### src/shared/egp_pkg.sv
// Behaviour
// RULE_01: eight pins, each separately configured
// RULE_02: output mode drives data register bit
// RULE_03: output pins read back written value
// RULE_04: input pins read back sampled level
// RULE_05: direction 0 output, 1 input; reset 0
// RULE_06: output drive: hiz, pch, nch, cmos
// RULE_07: input: hiz, pull-down, pull-up, hiz
// RULE_08: control bits reset zero, hiz output
// RULE_09: control pair decoded by pin direction
// RULE_10: drive and pull set per bit
// RULE_11: pins 4/5 feed external timer clocks
// RULE_12: pins 0/1 two-wire bus or serial
// RULE_13: pin 2 rx/serial out, 3 tx
// RULE_14: pins 4-7 converter channel secondary
// RULE_15: tertiary pulses and serial on 3-7
// RULE_16: data/dir byte only; drive pair word
// RULE_17: function pair at 0xf224, word allowed
// RULE_18: function code gpio/second/third/prohibited
// RULE_19: prohibited output: hiz or driven low
// RULE_20: converter busy claims pins 4 to 7
// RULE_21: software uses hiz input for converter
// RULE_22: peripheral value replaces data bit
`default_nettype none
package egp_pkg;
    localparam int PIN_COUNT = 8;
    localparam logic [15:0] ADDR_DATA = 16'hF220;
    localparam logic [15:0] ADDR_DIR = 16'hF221;
    localparam logic [15:0] ADDR_DRV_LO = 16'hF222;
    localparam logic [15:0] ADDR_DRV_HI = 16'hF223;
    localparam logic [15:0] ADDR_FN_LO = 16'hF224;
    localparam logic [15:0] ADDR_FN_HI = 16'hF225;
    localparam logic [7:0] RESET_BYTE = 8'h00;
    localparam logic [15:0] RESET_WORD = 16'h0000;
    localparam logic [7:0] ALL_RELEASED = 8'hFF;
    localparam logic [1:0] FN_GPIO = 2'b00;
    localparam logic [1:0] FN_SECOND = 2'b01;
    localparam logic [1:0] FN_THIRD = 2'b10;
    localparam logic [1:0] FN_PROHIBITED = 2'b11;
    localparam logic [1:0] DRV_HIZ = 2'b00;
    localparam logic [1:0] DRV_PCH = 2'b01;
    localparam logic [1:0] DRV_NCH = 2'b10;
    localparam logic [1:0] DRV_CMOS = 2'b11;
    localparam logic [1:0] IN_PULL_DOWN = 2'b01;
    localparam logic [1:0] IN_PULL_UP = 2'b10;
    localparam int CONV_FIRST_PIN = 4;

    typedef struct packed {
        logic rd;
        logic wr;
        logic word;
        logic [15:0] addr;
        logic [15:0] wdata;
    } egp_sfr_req_t;

    typedef struct packed {
        logic bus_data_out;
        logic bus_clock_out;
        logic async_tx_line;
        logic clocked_serial_clock;
        logic clocked_serial_out;
        logic pulse_out_a;
        logic pulse_out_b;
        logic conv_ref_capacitor;
        logic conv_ref_resistor;
        logic conv_sensor_resistor;
    } egp_periph_out_t;

    typedef struct packed {
        logic bus_data_in;
        logic bus_clock_in;
        logic async_rx_line;
        logic clocked_serial_in;
        logic clocked_serial_clock;
        logic conv_osc_input;
        logic timer0_pulse0_ext_clock;
        logic timer1_pulse1_ext_clock;
    } egp_periph_in_t;
endpackage
`default_nettype wire

### src/core/egp_port.sv
`default_nettype none
module egp_port (
    // clock and reset
    input wire logic mclk,
    input wire logic sys_rst,

    // cpu special function register access
    input wire egp_pkg::egp_sfr_req_t sfr_req,
    output logic [15:0] sfr_rdata,

    // package pins
    input wire logic [7:0] pin_in,
    output logic [7:0] pin_out,
    output logic [7:0] pin_oe_n,
    output logic [7:0] pull_up_en,
    output logic [7:0] pull_dn_en,

    // on-chip peripherals
    input wire egp_pkg::egp_periph_out_t periph_out,
    input wire logic conv_busy,
    output egp_pkg::egp_periph_in_t periph_in
);

    logic [7:0] port_data;
    logic [7:0] port_direction;
    logic [7:0] port_drive_ctrl_low;
    logic [7:0] port_drive_ctrl_high;
    logic [7:0] port_function_sel_low;
    logic [7:0] port_function_sel_high;

    // address decode
    wire byte_wr = sfr_req.wr && !sfr_req.word;
    wire word_wr = sfr_req.wr && sfr_req.word;
    wire hit_data = sfr_req.addr == egp_pkg::ADDR_DATA;
    wire hit_dir = sfr_req.addr == egp_pkg::ADDR_DIR;
    wire hit_drv_lo = sfr_req.addr == egp_pkg::ADDR_DRV_LO;
    wire hit_drv_hi = sfr_req.addr == egp_pkg::ADDR_DRV_HI;
    wire hit_fn_lo = sfr_req.addr == egp_pkg::ADDR_FN_LO;
    wire hit_fn_hi = sfr_req.addr == egp_pkg::ADDR_FN_HI;

    // word access only lands on the low address of a pair and writes both registers
    wire wr_data = byte_wr && hit_data; // [RULE_16]
    wire wr_dir = byte_wr && hit_dir; // [RULE_16]
    wire wr_drv_lo = sfr_req.wr && hit_drv_lo; // [RULE_16]
    wire wr_drv_hi = (byte_wr && hit_drv_hi) || (word_wr && hit_drv_lo); // [RULE_16]
    wire wr_fn_lo = sfr_req.wr && hit_fn_lo; // [RULE_17]
    wire wr_fn_hi = (byte_wr && hit_fn_hi) || (word_wr && hit_fn_lo); // [RULE_17]
    wire [7:0] wr_lo_byte = sfr_req.wdata[7:0];
    wire [7:0] wr_hi_byte = sfr_req.word ? sfr_req.wdata[15:8] : sfr_req.wdata[7:0];

    // register file
    always_ff @(posedge mclk) begin
        if (sys_rst) begin
            port_data <= egp_pkg::RESET_BYTE;
            port_direction <= egp_pkg::RESET_BYTE; // [RULE_05]
            port_drive_ctrl_low <= egp_pkg::RESET_BYTE; // [RULE_08]
            port_drive_ctrl_high <= egp_pkg::RESET_BYTE; // [RULE_08]
            port_function_sel_low <= egp_pkg::RESET_BYTE; // [RULE_17]
            port_function_sel_high <= egp_pkg::RESET_BYTE; // [RULE_17]
        end else begin
            if (wr_data) begin
                port_data <= wr_lo_byte;
            end
            if (wr_dir) begin
                port_direction <= wr_lo_byte;
            end
            if (wr_drv_lo) begin
                port_drive_ctrl_low <= wr_lo_byte;
            end
            if (wr_drv_hi) begin
                port_drive_ctrl_high <= wr_hi_byte;
            end
            if (wr_fn_lo) begin
                port_function_sel_low <= wr_lo_byte;
            end
            if (wr_fn_hi) begin
                port_function_sel_high <= wr_hi_byte;
            end
        end
    end

    // read path: output bits show the latch, input bits the pin
    wire [7:0] data_view = (port_data & ~port_direction) | (pin_in & port_direction); // [RULE_03] [RULE_04]
    wire rd_word = sfr_req.rd && sfr_req.word;
    wire rd_byte = sfr_req.rd && !sfr_req.word;
    logic [15:0] next_sfr_rdata;

    always_comb begin
        next_sfr_rdata = egp_pkg::RESET_WORD;
        if (rd_byte) begin
            case (sfr_req.addr)
                egp_pkg::ADDR_DATA: next_sfr_rdata = {8'h00, data_view};
                egp_pkg::ADDR_DIR: next_sfr_rdata = {8'h00, port_direction};
                egp_pkg::ADDR_DRV_LO: next_sfr_rdata = {8'h00, port_drive_ctrl_low};
                egp_pkg::ADDR_DRV_HI: next_sfr_rdata = {8'h00, port_drive_ctrl_high};
                egp_pkg::ADDR_FN_LO: next_sfr_rdata = {8'h00, port_function_sel_low};
                egp_pkg::ADDR_FN_HI: next_sfr_rdata = {8'h00, port_function_sel_high};
                default: next_sfr_rdata = egp_pkg::RESET_WORD;
            endcase
        end else if (rd_word) begin
            // only the two paired registers answer a word read
            case (sfr_req.addr)
                egp_pkg::ADDR_DRV_LO: next_sfr_rdata = {port_drive_ctrl_high, port_drive_ctrl_low}; // [RULE_16]
                egp_pkg::ADDR_FN_LO: next_sfr_rdata = {port_function_sel_high, port_function_sel_low}; // [RULE_17]
                default: next_sfr_rdata = egp_pkg::RESET_WORD;
            endcase
        end
    end

    // peripheral values offered to each pin
    wire [7:0] second_val = {
        periph_out.conv_sensor_resistor,
        periph_out.conv_ref_resistor,
        periph_out.conv_ref_capacitor,
        1'b0,
        periph_out.async_tx_line,
        1'b1,
        periph_out.bus_clock_out,
        periph_out.bus_data_out
    }; // [RULE_12] [RULE_13] [RULE_14]
    wire [7:0] third_val = {
        periph_out.pulse_out_b,
        periph_out.clocked_serial_out,
        periph_out.clocked_serial_clock,
        1'b1,
        periph_out.pulse_out_a,
        periph_out.clocked_serial_out,
        periph_out.clocked_serial_clock,
        1'b1
    }; // [RULE_12] [RULE_13] [RULE_15]

    logic [7:0] fn_second;
    logic [7:0] fn_third;
    logic [7:0] next_pin_out;
    logic [7:0] next_pin_oe_n;
    logic [7:0] next_pull_up_en;
    logic [7:0] next_pull_dn_en;

    genvar i;
    generate
        for (i = 0; i < egp_pkg::PIN_COUNT; i++) begin : g_pin // [RULE_01] [RULE_10]
            wire conv_claim = (i >= egp_pkg::CONV_FIRST_PIN) && conv_busy;
            wire [1:0] fn_sel = conv_claim ? egp_pkg::FN_SECOND
                : {port_function_sel_high[i], port_function_sel_low[i]}; // [RULE_18] [RULE_20]
            wire [1:0] ctl = {port_drive_ctrl_high[i], port_drive_ctrl_low[i]};
            wire is_out = !port_direction[i]; // [RULE_05] [RULE_09]
            wire prohibited = fn_sel == egp_pkg::FN_PROHIBITED;
            wire out_val = (fn_sel == egp_pkg::FN_SECOND) ? second_val[i]
                : (fn_sel == egp_pkg::FN_THIRD) ? third_val[i]
                : port_data[i]; // [RULE_02] [RULE_22]
            wire val = prohibited ? 1'b0 : out_val; // [RULE_19]
            logic drive;

            always_comb begin
                drive = 1'b0;
                if (is_out) begin
                    case (ctl) // [RULE_06]
                        egp_pkg::DRV_HIZ: drive = 1'b0;
                        egp_pkg::DRV_PCH: drive = !prohibited && val; // [RULE_19]
                        egp_pkg::DRV_NCH: drive = !val;
                        egp_pkg::DRV_CMOS: drive = 1'b1;
                        default: drive = 1'b0;
                    endcase
                end
            end

            assign fn_second[i] = fn_sel == egp_pkg::FN_SECOND;
            assign fn_third[i] = fn_sel == egp_pkg::FN_THIRD;
            assign next_pin_out[i] = val;
            assign next_pin_oe_n[i] = !drive;
            assign next_pull_up_en[i] = !is_out && ctl == egp_pkg::IN_PULL_UP; // [RULE_07] [RULE_09]
            assign next_pull_dn_en[i] = !is_out && ctl == egp_pkg::IN_PULL_DOWN; // [RULE_07] [RULE_09]
        end
    endgenerate

    // inputs handed to peripherals idle high when the pin is not theirs, except the converter oscillator input, which idles low
    egp_pkg::egp_periph_in_t next_periph_in;

    always_comb begin
        next_periph_in = '1;
        next_periph_in.bus_data_in = fn_second[0] ? pin_in[0] : 1'b1; // [RULE_12]
        next_periph_in.bus_clock_in = fn_second[1] ? pin_in[1] : 1'b1; // [RULE_12]
        next_periph_in.async_rx_line = fn_second[2] ? pin_in[2] : 1'b1; // [RULE_13]
        // pin 4 wins when both serial input pins are selected
        next_periph_in.clocked_serial_in = fn_third[4] ? pin_in[4]
            : fn_third[0] ? pin_in[0] : 1'b1; // [RULE_12] [RULE_15]
        next_periph_in.clocked_serial_clock = fn_third[5] ? pin_in[5]
            : fn_third[1] ? pin_in[1] : 1'b1; // [RULE_12] [RULE_15]
        next_periph_in.conv_osc_input = fn_second[4] ? pin_in[4] : 1'b0; // [RULE_14]
        // clock taps stay live in every mode, as the timer may count a pin it drives
        next_periph_in.timer0_pulse0_ext_clock = pin_in[4]; // [RULE_11]
        next_periph_in.timer1_pulse1_ext_clock = pin_in[5]; // [RULE_11]
    end

    // all outputs registered; reset leaves every pin released
    always_ff @(posedge mclk) begin
        if (sys_rst) begin
            sfr_rdata <= egp_pkg::RESET_WORD;
            pin_out <= egp_pkg::RESET_BYTE;
            pin_oe_n <= egp_pkg::ALL_RELEASED; // [RULE_08]
            pull_up_en <= egp_pkg::RESET_BYTE;
            pull_dn_en <= egp_pkg::RESET_BYTE;
            periph_in <= '1;
        end else begin
            sfr_rdata <= next_sfr_rdata;
            pin_out <= next_pin_out;
            pin_oe_n <= next_pin_oe_n;
            pull_up_en <= next_pull_up_en;
            pull_dn_en <= next_pull_dn_en;
            periph_in <= next_periph_in;
        end
    end

endmodule
`default_nettype wire

### config.mk
export PLATFORM = sky130hd
export DESIGN_NAME = egp_port
export DESIGN_NICKNAME = d
export VERILOG_FILES = /design/src/shared/egp_pkg.sv /design/src/core/egp_port.sv
export SDC_FILE = /design/constraint.sdc
export NUM_CORES = 1
export LEC_CHECK = 0
export BUFFER_PORTS_ARGS = -buffer_cell sky130_fd_sc_hd__buf_2
export CAP_MARGIN = 0
export CORE_AREA = 3 3 97 99
export CTS_CLUSTER_SIZE = 30
export DETAILED_ROUTE_END_ITERATION = 16
export DIE_AREA = 0 0 100 102
export GPL_TIMING_DRIVEN = 0
export PLACE_DENSITY = 0.74
export SLEW_MARGIN = 10
export SYNTH_ARGS = -nofsm -noshare
export SYNTH_HDL_FRONTEND = slang
export SYNTH_SLANG_ARGS = --single-unit
### constraint.sdc
create_clock -name mclk -period 2.35 [get_ports mclk]
set_clock_uncertainty 0.05 [all_clocks]
set_input_delay 0.3525 -clock mclk [delete_from_list [all_inputs] [get_ports mclk]]
set_output_delay 0.3525 -clock mclk [all_outputs]
set_load 0.02 [all_outputs]
==> out/results.ini, run 1 <==
[synth]
yosys_warnings = 0
synthAdderAreaFrac_pct = 0
synth_edf_count = 0
synth_xor_area_share_pct = 0.194
syn_avg_cell_area_um2 = 10.1
synth-compound-area-share_pct = 9.99
ys_ff_latch = 104
synthArstFlopShare_pct = 0
syn_nets = 501
synth_area_um2 = 4510
ys_seq_area_share_pct = 46.2
synth_mux_area_share_pct = 16.9
yosys.area_share.simple_pct = 22.8
synth_flop_cell = dfxtp_1
syn_inst = 445
synth_top_family_by_area = simple AND/OR/NAND/NOR gates
yosysUniqueCellTypes = 56

[power]
cell_internal_pwr_mw = 2.36
total_power_mw = 3.08
pwr-share-seq_pct = 57.3
power.density_nw_per_um2 = 576
p_switching_uw = 724
clock_power_share_pct = 36.0
ir_drop_v = 0.000349
p_sw_share_pct = 23.5
total_leakage_power_nw = 2.15
pwr-share-comb_pct = 6.7

[cells_and_area]
area_delta_synth_final_pct = 18.9
drive_gt1_share_pct = 29.1
antenna_cells = 0
fin_nets = 616
final_core_util_pct = 62.0

[worst_setup_path]
crit_chain = buf_2 -> clkbuf_1 -> nor3_1 -> nand4_2 -> mux2i_1 -> nor2_1
worstSetupStartpointType = primary input
crit_path_max_incr_delay_ns = 0.53
timing.reg2reg.setup_slack_ns = 0.67
crit_fanout = 10
cp.required_ns = 2.53
crit_arrival_ns = 2.28
critPathKind = primary input to flip-flop
cp-end-kind = flip-flop
cp_slowest_cell = nor3_1

[sta]
slew_headroom_pct = 41.0
tightest_slew_ns = 0.885
setup_viol = 0
hold_viol_final = 0
whs_ns = 0.169
tns_ns = 0
slew_viol_final = 0
min_period_ns = 2.10
rsz0062_at_grt = false
fin_crit_sh_pct = 89.2
max_freq_mhz = 477

[global_routing]
grtUsageMet3_pct = 5.26
grt_pass1_wl_um = 19900
use_met2_pct = 41.4
top_usage_layer = met2
grt_pass1_vias = 3697
gr-usage-all-layers_pct = 25.3
grt_max_degree = 17
antenna_found_initial = 0
grt_overflow = 0
grtUsageMet1_pct = 33.7

[drt]
wl_um = 12900
vias = 3926
viasPerCell = 5.84
drt_iter0_drc = 344
antenna_left = 0
wl_per_cell_um = 19.2
drc_errors = 0
first_pass_iters = 8

[floorplanning]
dieWidth_um = 100
core_um2 = 8640
rows = 34
ios = 112
die_area_um2 = 10200
die_h_um = 102
start_util_pct = 52.2

[placed_design]
gp_congestion = 0.874
dp_hpwl_um = 8790
portBuffers = 104

[cts]
post_cts_resized = 0
clock_path_buffers = 2
root_buffer = clkbuf_8
cts_tree = built
cts_setup_buffers = 0
insertion_delay_ns = 0.36
postCtsHoldBufs = 0
clock_sinks = 104
htree_levels = 3
cts-buffers-inserted = 9
path_clk_slew_ns = 0.10

[min_path]
hold_path_class = primary input to flip-flop

[run_status]
status = finished, final reports clean

[run]
drv_cap = 0

[worst max-delay path: cells and delay by family]
kind	cells	cell delay, ns
mux	1	0.29
buf+inv	2	0.52
simple gates	3	1.11
[power groups by stage]
stage	Combinational (mW)	Sequential, mW	Clock (mW)
after floorplan	0.0956	1.81	0
after global placement	0.199	1.81	0
after detailed placement	0.203	1.81	0
after CTS	0.203	1.77	1.12
after global routing	0.218	1.77	1.20
final	0.207	1.77	1.11
[cell usage after synthesis, types with 9 or more instances]
cell type,n,area [um^2]
a21oi_1,13,65.1
a22oi_1,9,67.6
clkbuf_1,12,45.0
dfxtp_1,104,2080
mux2i_1,67,671
nand2_1,27,101
nor2_1,64,240
nor3_1,10,50.1
nor4bb_1,17,170
[routing by layer]
| metal | wire length, um | up-vias |
|---|---|---|
| met5 | 0 | - |
| met4 | 312 | 0 |
| met3 | 1240 | 28 |
| met2 | 6100 | 220 |
| met1 | 5260 | 1826 |
| li1 | - | 1852 |
[cells in the final DEF (no fill, tap or decap), types with 9 or more instances in the layout]
cell	synthesis	final
nor4bb_1	17	17
dfxtp_1	104	104
a21oi_1	13	13
buf_2	8	112
nand2_1	27	27
a22oi_1	9	9
clkbuf_1	12	12
nor3_1	10	10
nor2_1	64	64
mux2i_1	67	67
clkbuf_8	0	10
[cell families (layout without fill, tap and decap cells)]
group | Yosys count | count (layout)
XOR/XNOR | 1 | 1
AO/OA/AOI/OAI | 57 | 57
buffers and inverters | 33 | 152
multiplexers | 75 | 75
flip-flops | 104 | 104
AND/OR/NAND/NOR | 175 | 175
[state kept, by name, summed over array words and instances, names as in the netlist]
signal	count
pin_out	8
port_function_sel_high	8
sfr_rdata	16
periph_in	8
port_direction	8
pin_oe_n	8
port_function_sel_low	8
port_data	8
port_drive_ctrl_high	8
port_drive_ctrl_low	8
pull_dn_en	8
pull_up_en	8
[path summary, 6_finish.rpt]
kind,startpoint,to,cells past startpoint
max,sfr_req[32],port_direction[4]$_SDFFE_PP0P_,6
min,pin_in[5],periph_in[0]$_SDFF_PP1_,2
max reg2reg,port_function_sel_low[5]$_SDFFE_PP0P_,pin_oe_n[5]$_SDFF_PP1_,5
min reg2reg,port_drive_ctrl_low[7]$_SDFFE_PP0P_,port_drive_ctrl_low[7]$_SDFFE_PP0P_,2
[final cells by class]
| class | count | area (um^2) |
|---|---|---|
| fillers | 762 | 3280 |
| well taps | 108 | 135 |
| clock inverters | 5 | 56.3 |
| inverters | 3 | 11.3 |
| plain buffers | 30 | 168 |
| clock buffers | 10 | 138 |
| flip-flops and latches | 104 | 2080 |
| repair buffers | 104 | 520 |
| multi-input cells | 308 | 2250 |
[stage by stage]
stage               worst slack, ns  cells  area (um^2)
detailed placement          -0.0739    657         5160
CTS                           0.318    672         5360
global placement             0.0216    657         5160
floorplan                     0.519    445         4510
finish                        0.254    672         5360
global route                  0.199    672         5360
No activity file was read; power rests on OpenSTA's default activity.
==> run 2, diff against run 1 <==
--- a/config.mk
+++ b/config.mk
@@ -7,12 +7,12 @@
 export LEC_CHECK = 0
 export BUFFER_PORTS_ARGS = -buffer_cell sky130_fd_sc_hd__buf_2
 export CAP_MARGIN = 0
-export CORE_AREA = 3 3 97 99
+export CORE_AREA = 3 3 103 105
 export CTS_CLUSTER_SIZE = 30
 export DETAILED_ROUTE_END_ITERATION = 16
-export DIE_AREA = 0 0 100 102
+export DIE_AREA = 0 0 106 108
 export GPL_TIMING_DRIVEN = 0
-export PLACE_DENSITY = 0.74
+export PLACE_DENSITY = 0.66
 export SLEW_MARGIN = 10
 export SYNTH_ARGS = -nofsm -noshare
 export SYNTH_HDL_FRONTEND = slang
==> out/results.ini, run 2 (synthesis results as in run 1) <==
[run_status]
status = finished, final reports clean

[cts]
root_buffer = clkbuf_8
path_clk_slew_ns = 0.09  ; about the same
postCtsHoldBufs = 0  ; unchanged
cts_setup_buffers = 0  ; unchanged
post_cts_resized = 0  ; unchanged
cts-buffers-inserted = 9  ; unchanged
cts_tree = built
clock_path_buffers = 2  ; unchanged
insertion_delay_ns = 0.36  ; about the same
htree_levels = 3  ; unchanged
clock_sinks = 104  ; unchanged

[floorplanning]
ios = 112  ; unchanged
start_util_pct = 46.3  ; -5.9 points
dieWidth_um = 106  ; +6.0%
rows = 36  ; +5.9%
core_um2 = 9730  ; +13%
die_h_um = 108  ; +5.9%
die_area_um2 = 11400  ; +12%

[cells_and_area]
final_common_cell = buf_2
largest_reg_flops = 16  ; unchanged
fin_cells = 697  ; +3.7%
area_delta_synth_final_pct = 19.4
fin_nets = 616  ; unchanged
final_area_um2 = 5380  ; +0.42%
top_register = sfr_rdata
final_cell_mix = 112 x buf_2, 104 x dfxtp_1, 67 x mux2i_1
drive_gt1_share_pct = 29.1  ; unchanged
antenna_cells = 0  ; unchanged

[sta]
tightest_slew_ns = 0.864  ; -0.0210 ns
hold_viol_final = 0  ; unchanged
setup_viol = 0  ; unchanged
fin_ws_ns = 0.246  ; -0.00846 ns
rsz0062_at_grt = false
slew_headroom_pct = 42.4  ; +1.4 points
fin_crit_sh_pct = 89.6  ; +0.36 points
whs_ns = 0.169  ; -0.000290 ns
slew_viol_final = 0  ; unchanged
max_freq_mhz = 475  ; -0.40%
min_period_ns = 2.10  ; +0.00846 ns

[worst_setup_path]
cp_slowest_cell = nor3_1
cp-end-kind = flip-flop
crit_arrival_ns = 2.28  ; about the same
crit_chain = buf_2 -> clkbuf_1 -> nor3_1 -> nand4_2 -> mux2i_1 -> nor2_1
worstSetupStartpointType = primary input
rr_endpoint = pin_oe_n[5]$_SDFF_PP1_
crit_start = sfr_req[32]
reg2reg_from = port_function_sel_low[5]$_SDFFE_PP0P_
critPathKind = primary input to flip-flop
cp.required_ns = 2.53  ; about the same
r2r_cells = 5  ; unchanged
crit_fanout = 10  ; unchanged
critPathCapture = port_direction[3]$_SDFFE_PP0P_
timing.reg2reg.setup_slack_ns = 0.72  ; +0.05 ns
crit_path_max_incr_delay_ns = 0.54  ; about the same

[drt]
drc_errors = 0  ; unchanged
wl_um = 13400  ; +3.9%
wl_per_cell_um = 19.3  ; +0.21%
vias = 3980  ; +1.4%
first_pass_iters = 6  ; -2
drt_iter0_drc = 330  ; -4.1%
viasPerCell = 5.71  ; -2.3%
antenna_left = 0  ; unchanged

[global_routing]
grt_pass1_wl_um = 20500  ; +3.0%
grt_max_degree = 17  ; unchanged
grt_pass1_vias = 3867  ; +4.6%
antenna_found_initial = 0  ; unchanged
grt_overflow = 0  ; unchanged
gr-usage-all-layers_pct = 23.3  ; -2.1 points

[run]
drv_cap = 0  ; unchanged

[placed_design]
gp_congestion = 0.893  ; +2.2%
place_inst = 682  ; +3.8%
placed_area_um2 = 5190  ; +0.61%
post-place-ws_ns = -0.0835  ; -0.00962 ns
dp_hpwl_um = 9060  ; +3.1%
portBuffers = 104  ; unchanged

[min_path]
hold_path_class = primary input to flip-flop

[power]
ir_drop_v = 0.000356  ; +1.9%
power.density_nw_per_um2 = 569  ; -1.2%
total_leakage_power_nw = 2.14  ; -0.17%

[run 2: changes by cell type in the layout (fill, tap and decap cells not counted), sizes merged]
cell    change
clkinv      +2
clkbuf      -1
inv         -1
[run 2: critical path: cells and delay by family]
kind	cells	cell delay, ns
AND/OR/NAND/NOR	3	1.12
buffers and inverters	2	0.50
multiplexers	1	0.30
[run 2: how the worst min path moves through the flow]
stage | from | end | depth (start not counted)
2_1_floorplan | pin_in[1] | periph_in[6]$_SDFF_PP1_ | 1
3_3_place_gp | port_data[4]$_SDFFE_PP0P_ | port_data[4]$_SDFFE_PP0P_ | 2
3_5_place_dp | port_data[7]$_SDFFE_PP0P_ | port_data[7]$_SDFFE_PP0P_ | 2
4_1_cts | pin_in[4] | periph_in[1]$_SDFF_PP1_ | 2
5_1_grt | pin_in[4] | periph_in[1]$_SDFF_PP1_ | 2
6_report | pin_in[4] | periph_in[1]$_SDFF_PP1_ | 2
[run 2: final cells by class]
cell class,instances,area [um^2]
plain buffers,30,168
clock buffers,9,124
clock inverters,6,61.3
fillers,921,4350
inverters,3,11.3
multi-input cells,308,2250
flip-flops and latches,104,2080
well taps,133,166
repair buffers,104,520
[run 2: per-stage QoR]
stage / utilization (%) / TNS [ns] / total power [mW]
global route: 55.3 / 0 / 3.16
floorplan: - / 0 / 1.91
detailed placement: 53.4 / -0.585 / 2.01
finish: 55.3 / 0 / 3.06
global placement: 53.4 / -0.0556 / 2.01
CTS: 55.3 / 0 / 3.06
[run 2: where the power goes]
| group | internal [mW] | leakage [nW] | total [mW] | switching (mW) |
|---|---|---|---|---|
| sequential | 1.77 | 0.839 | 1.77 | 0.00104 |
| clock | 0.483 | 0.0948 | 1.08 | 0.600 |
| combinational | 0.0777 | 1.21 | 0.209 | 0.131 |
| total | 2.33 | 2.14 | 3.06 | 0.732 |
[run 2: layer usage]
layer	global-route usage [%]	up-vias	part of all wire [%]
met2	37.3	210	45
li1	-	1857	-
met5	0	-	0
met1	31.5	1886	44
met3	4.78	27	8.4
met4	7.59	0	2.2
==> run 3, diff against run 2 <==
--- a/config.mk
+++ b/config.mk
@@ -7,12 +7,14 @@
 export LEC_CHECK = 0
 export BUFFER_PORTS_ARGS = -buffer_cell sky130_fd_sc_hd__buf_2
 export CAP_MARGIN = 0
-export CORE_AREA = 3 3 103 105
+export CELL_PAD_IN_SITES_DETAIL_PLACEMENT = 0
+export CELL_PAD_IN_SITES_GLOBAL_PLACEMENT = 2
+export CORE_AREA = 3 3 121 123
 export CTS_CLUSTER_SIZE = 30
 export DETAILED_ROUTE_END_ITERATION = 16
-export DIE_AREA = 0 0 106 108
+export DIE_AREA = 0 0 124 126
 export GPL_TIMING_DRIVEN = 0
-export PLACE_DENSITY = 0.66
+export PLACE_DENSITY = 0.75
 export SLEW_MARGIN = 10
 export SYNTH_ARGS = -nofsm -noshare
 export SYNTH_HDL_FRONTEND = slang
==> out/results.ini, run 3 (synthesis results as in run 1) <==
[cts]
htree_levels = 3  ; unchanged
postCtsHoldBufs = 0  ; unchanged
cts_setup_buffers = 0  ; unchanged
clock_sinks = 104  ; unchanged
post_cts_resized = 0  ; unchanged
cts_tree = built
path_clk_slew_ns = 0.07  ; -0.02 ns
clock_path_buffers = 2  ; unchanged
insertion_delay_ns = 0.34  ; -0.02 ns
cts-buffers-inserted = 9  ; unchanged
root_buffer = clkbuf_16

[global_routing]
grt_overflow = 0  ; unchanged
gr-usage-all-layers_pct = 19.1  ; -4.2 points
grt_pass1_vias = 3835  ; -0.83%
grt_max_degree = 16  ; -1
grt_pass1_wl_um = 22000  ; +7.7%
antenna_found_initial = 0  ; unchanged

[run]
drv_cap = 0  ; unchanged

[cells_and_area]
fin_nets = 616  ; unchanged
largest_reg_flops = 16  ; unchanged
final_core_util_pct = 40.3  ; -15 points
antenna_cells = 0  ; unchanged
area_delta_synth_final_pct = 23.0
top_register = sfr_rdata
fin_cells = 744  ; +6.7%
num-fill-cells = 1457  ; +58%
final_cell_mix = 112 x buf_2, 104 x dfxtp_1, 67 x mux2i_1
regArea_um2 = 2080  ; unchanged
final_common_cell = buf_2
multi_input_area_um2 = 2250  ; unchanged
drive_gt1_share_pct = 29.1  ; unchanged

[floorplanning]
start_util_pct = 32.7  ; -14 points
dieWidth_um = 124  ; +17%
rows = 43  ; +19%
die_area_um2 = 15600  ; +36%
ios = 112  ; unchanged
die_h_um = 126  ; +17%
core_um2 = 13800  ; +42%

[drt]
drc_errors = 0  ; unchanged
vias = 3804  ; -4.4%
wl_per_cell_um = 20.0  ; +3.8%
wl_um = 14900  ; +11%
antenna_left = 0  ; unchanged
viasPerCell = 5.11  ; -10%
drt_iter0_drc = 274  ; -17%
first_pass_iters = 5  ; -1

[power]
cell_internal_pwr_mw = 2.67  ; +15%
power.density_nw_per_um2 = 622  ; +9.5%
clock_power_share_pct = 42.6  ; +7.2 points
pwr-share-seq_pct = 51.2  ; -6.6 points
p_sw_share_pct = 22.6  ; -1.3 points
ir_drop_v = 0.000410  ; +15%
p_switching_uw = 780  ; +6.6%
total_leakage_power_nw = 2.19  ; +2.3%
pwr-share-comb_pct = 6.2  ; -0.6 points

[sta]
min_period_ns = 2.17  ; +0.0663 ns
slew_viol_final = 0  ; unchanged
tns_ns = 0  ; unchanged
tightest_slew_ns = 0.914  ; +0.0500 ns
slew_headroom_pct = 39.0  ; -3.3 points
setup_viol = 0  ; unchanged
max_freq_mhz = 461  ; -3.1%
rsz0062_at_grt = false
hold_viol_final = 0  ; unchanged
fin_crit_sh_pct = 92.4  ; +2.8 points

[worst_setup_path]
cp-end-kind = flip-flop
worstSetupStartpointType = primary input
timing.reg2reg.setup_slack_ns = 0.66  ; -0.06 ns
critPathKind = primary input to flip-flop
r2r_cells = 5  ; unchanged
cp.required_ns = 2.50  ; -0.03 ns
reg2reg_from = port_function_sel_low[5]$_SDFFE_PP0P_
rr_endpoint = pin_oe_n[5]$_SDFF_PP1_
crit_fanout = 10  ; unchanged
crit_arrival_ns = 2.32  ; +0.04 ns

[min_path]
hp-start = pin_in[2]
hold_end = periph_in[5]$_SDFF_PP1_
hold_depth = 2  ; unchanged
hold_path_class = primary input to flip-flop

[placed_design]
gp_congestion = 0.807  ; -9.6%
dp_hpwl_um = 10000  ; +11%
portBuffers = 104  ; unchanged
place_inst = 729  ; +6.9%

[run_status]
status = finished, final reports clean

==> run 3: changes by cell type in the layout (fill, tap and decap cells not counted) <==
cell	before	now
clkbuf_8	9	4
bufinv_16	1	0
clkinv_2	3	1
clkbuf_16	0	9
clkinv_4	1	0
==> run 3: critical path, cell delays in order <==
cell      delay, ns
buf_2          0.13
clkbuf_1       0.40
nor3_1         0.52
nand4_2        0.54
mux2i_1        0.32
nor2_1         0.06
==> run 3: metrics by stage <==
step | power, mW | worst slack [ns] | hold slack [ns] | area [um^2]
3_5_place_dp | 2.02 | -0.107 | 0.460 | 5250
5_1_grt | 3.56 | 0.0532 | 0.195 | 5550
6_report | 3.45 | 0.179 | 0.189 | 5550
3_3_place_gp | 2.02 | -0.0854 | 0.448 | 5250
4_1_cts | 3.48 | 0.228 | 0.180 | 5550
2_1_floorplan | 1.91 | 0.519 | 0.406 | 4510
==> run 3: metal layers <==
layer | wire length, um | up-vias | track usage, %
met2 | 7010 | 119 | 31.2
met3 | 909 | 23 | 3.32
met1 | 6610 | 1809 | 24.9
li1 | - | 1853 | -
met4 | 348 | 0 | 7.60
met5 | 0 | - | 0
==> run 3: worst max-delay path by stage <==
stage / from / end / slack (ns) / depth (start not counted)
floorplan: sfr_req[19] / sfr_rdata[7]$_SDFF_PP0_ / 0.52 / 5
global placement: sfr_req[32] / port_direction[4]$_SDFFE_PP0P_ / -0.09 / 6
detailed placement: sfr_req[32] / port_direction[6]$_SDFFE_PP0P_ / -0.11 / 6
CTS: sfr_req[32] / port_direction[3]$_SDFFE_PP0P_ / 0.23 / 6
global route: sfr_req[32] / port_direction[1]$_SDFFE_PP0P_ / 0.05 / 6
finish: sfr_req[32] / port_direction[6]$_SDFFE_PP0P_ / 0.18 / 6
==> run 3: power by group through the flow <==
stage                     Combinational (mW)  Sequential [mW]  Clock, mW
after floorplan                       0.0956             1.81          0
after global placement                 0.212             1.81          0
after detailed placement               0.212             1.81          0
after CTS                              0.213             1.77       1.50
after global routing                   0.228             1.77       1.57
final                                  0.213             1.77       1.47
==> run 3: final cells by class <==
| cell class | instances | area share [%] |
|---|---|---|
| sequential | 104 | 37.5 |
| multi-input combinational | 308 | 40.5 |
| buffer | 30 | 3.02 |
| inverter | 3 | 0.203 |
| tap | 180 | 4.06 |
| clock inverter | 2 | 0.226 |
| timing repair buffer | 104 | 9.39 |
| clock buffer | 13 | 5.05 |
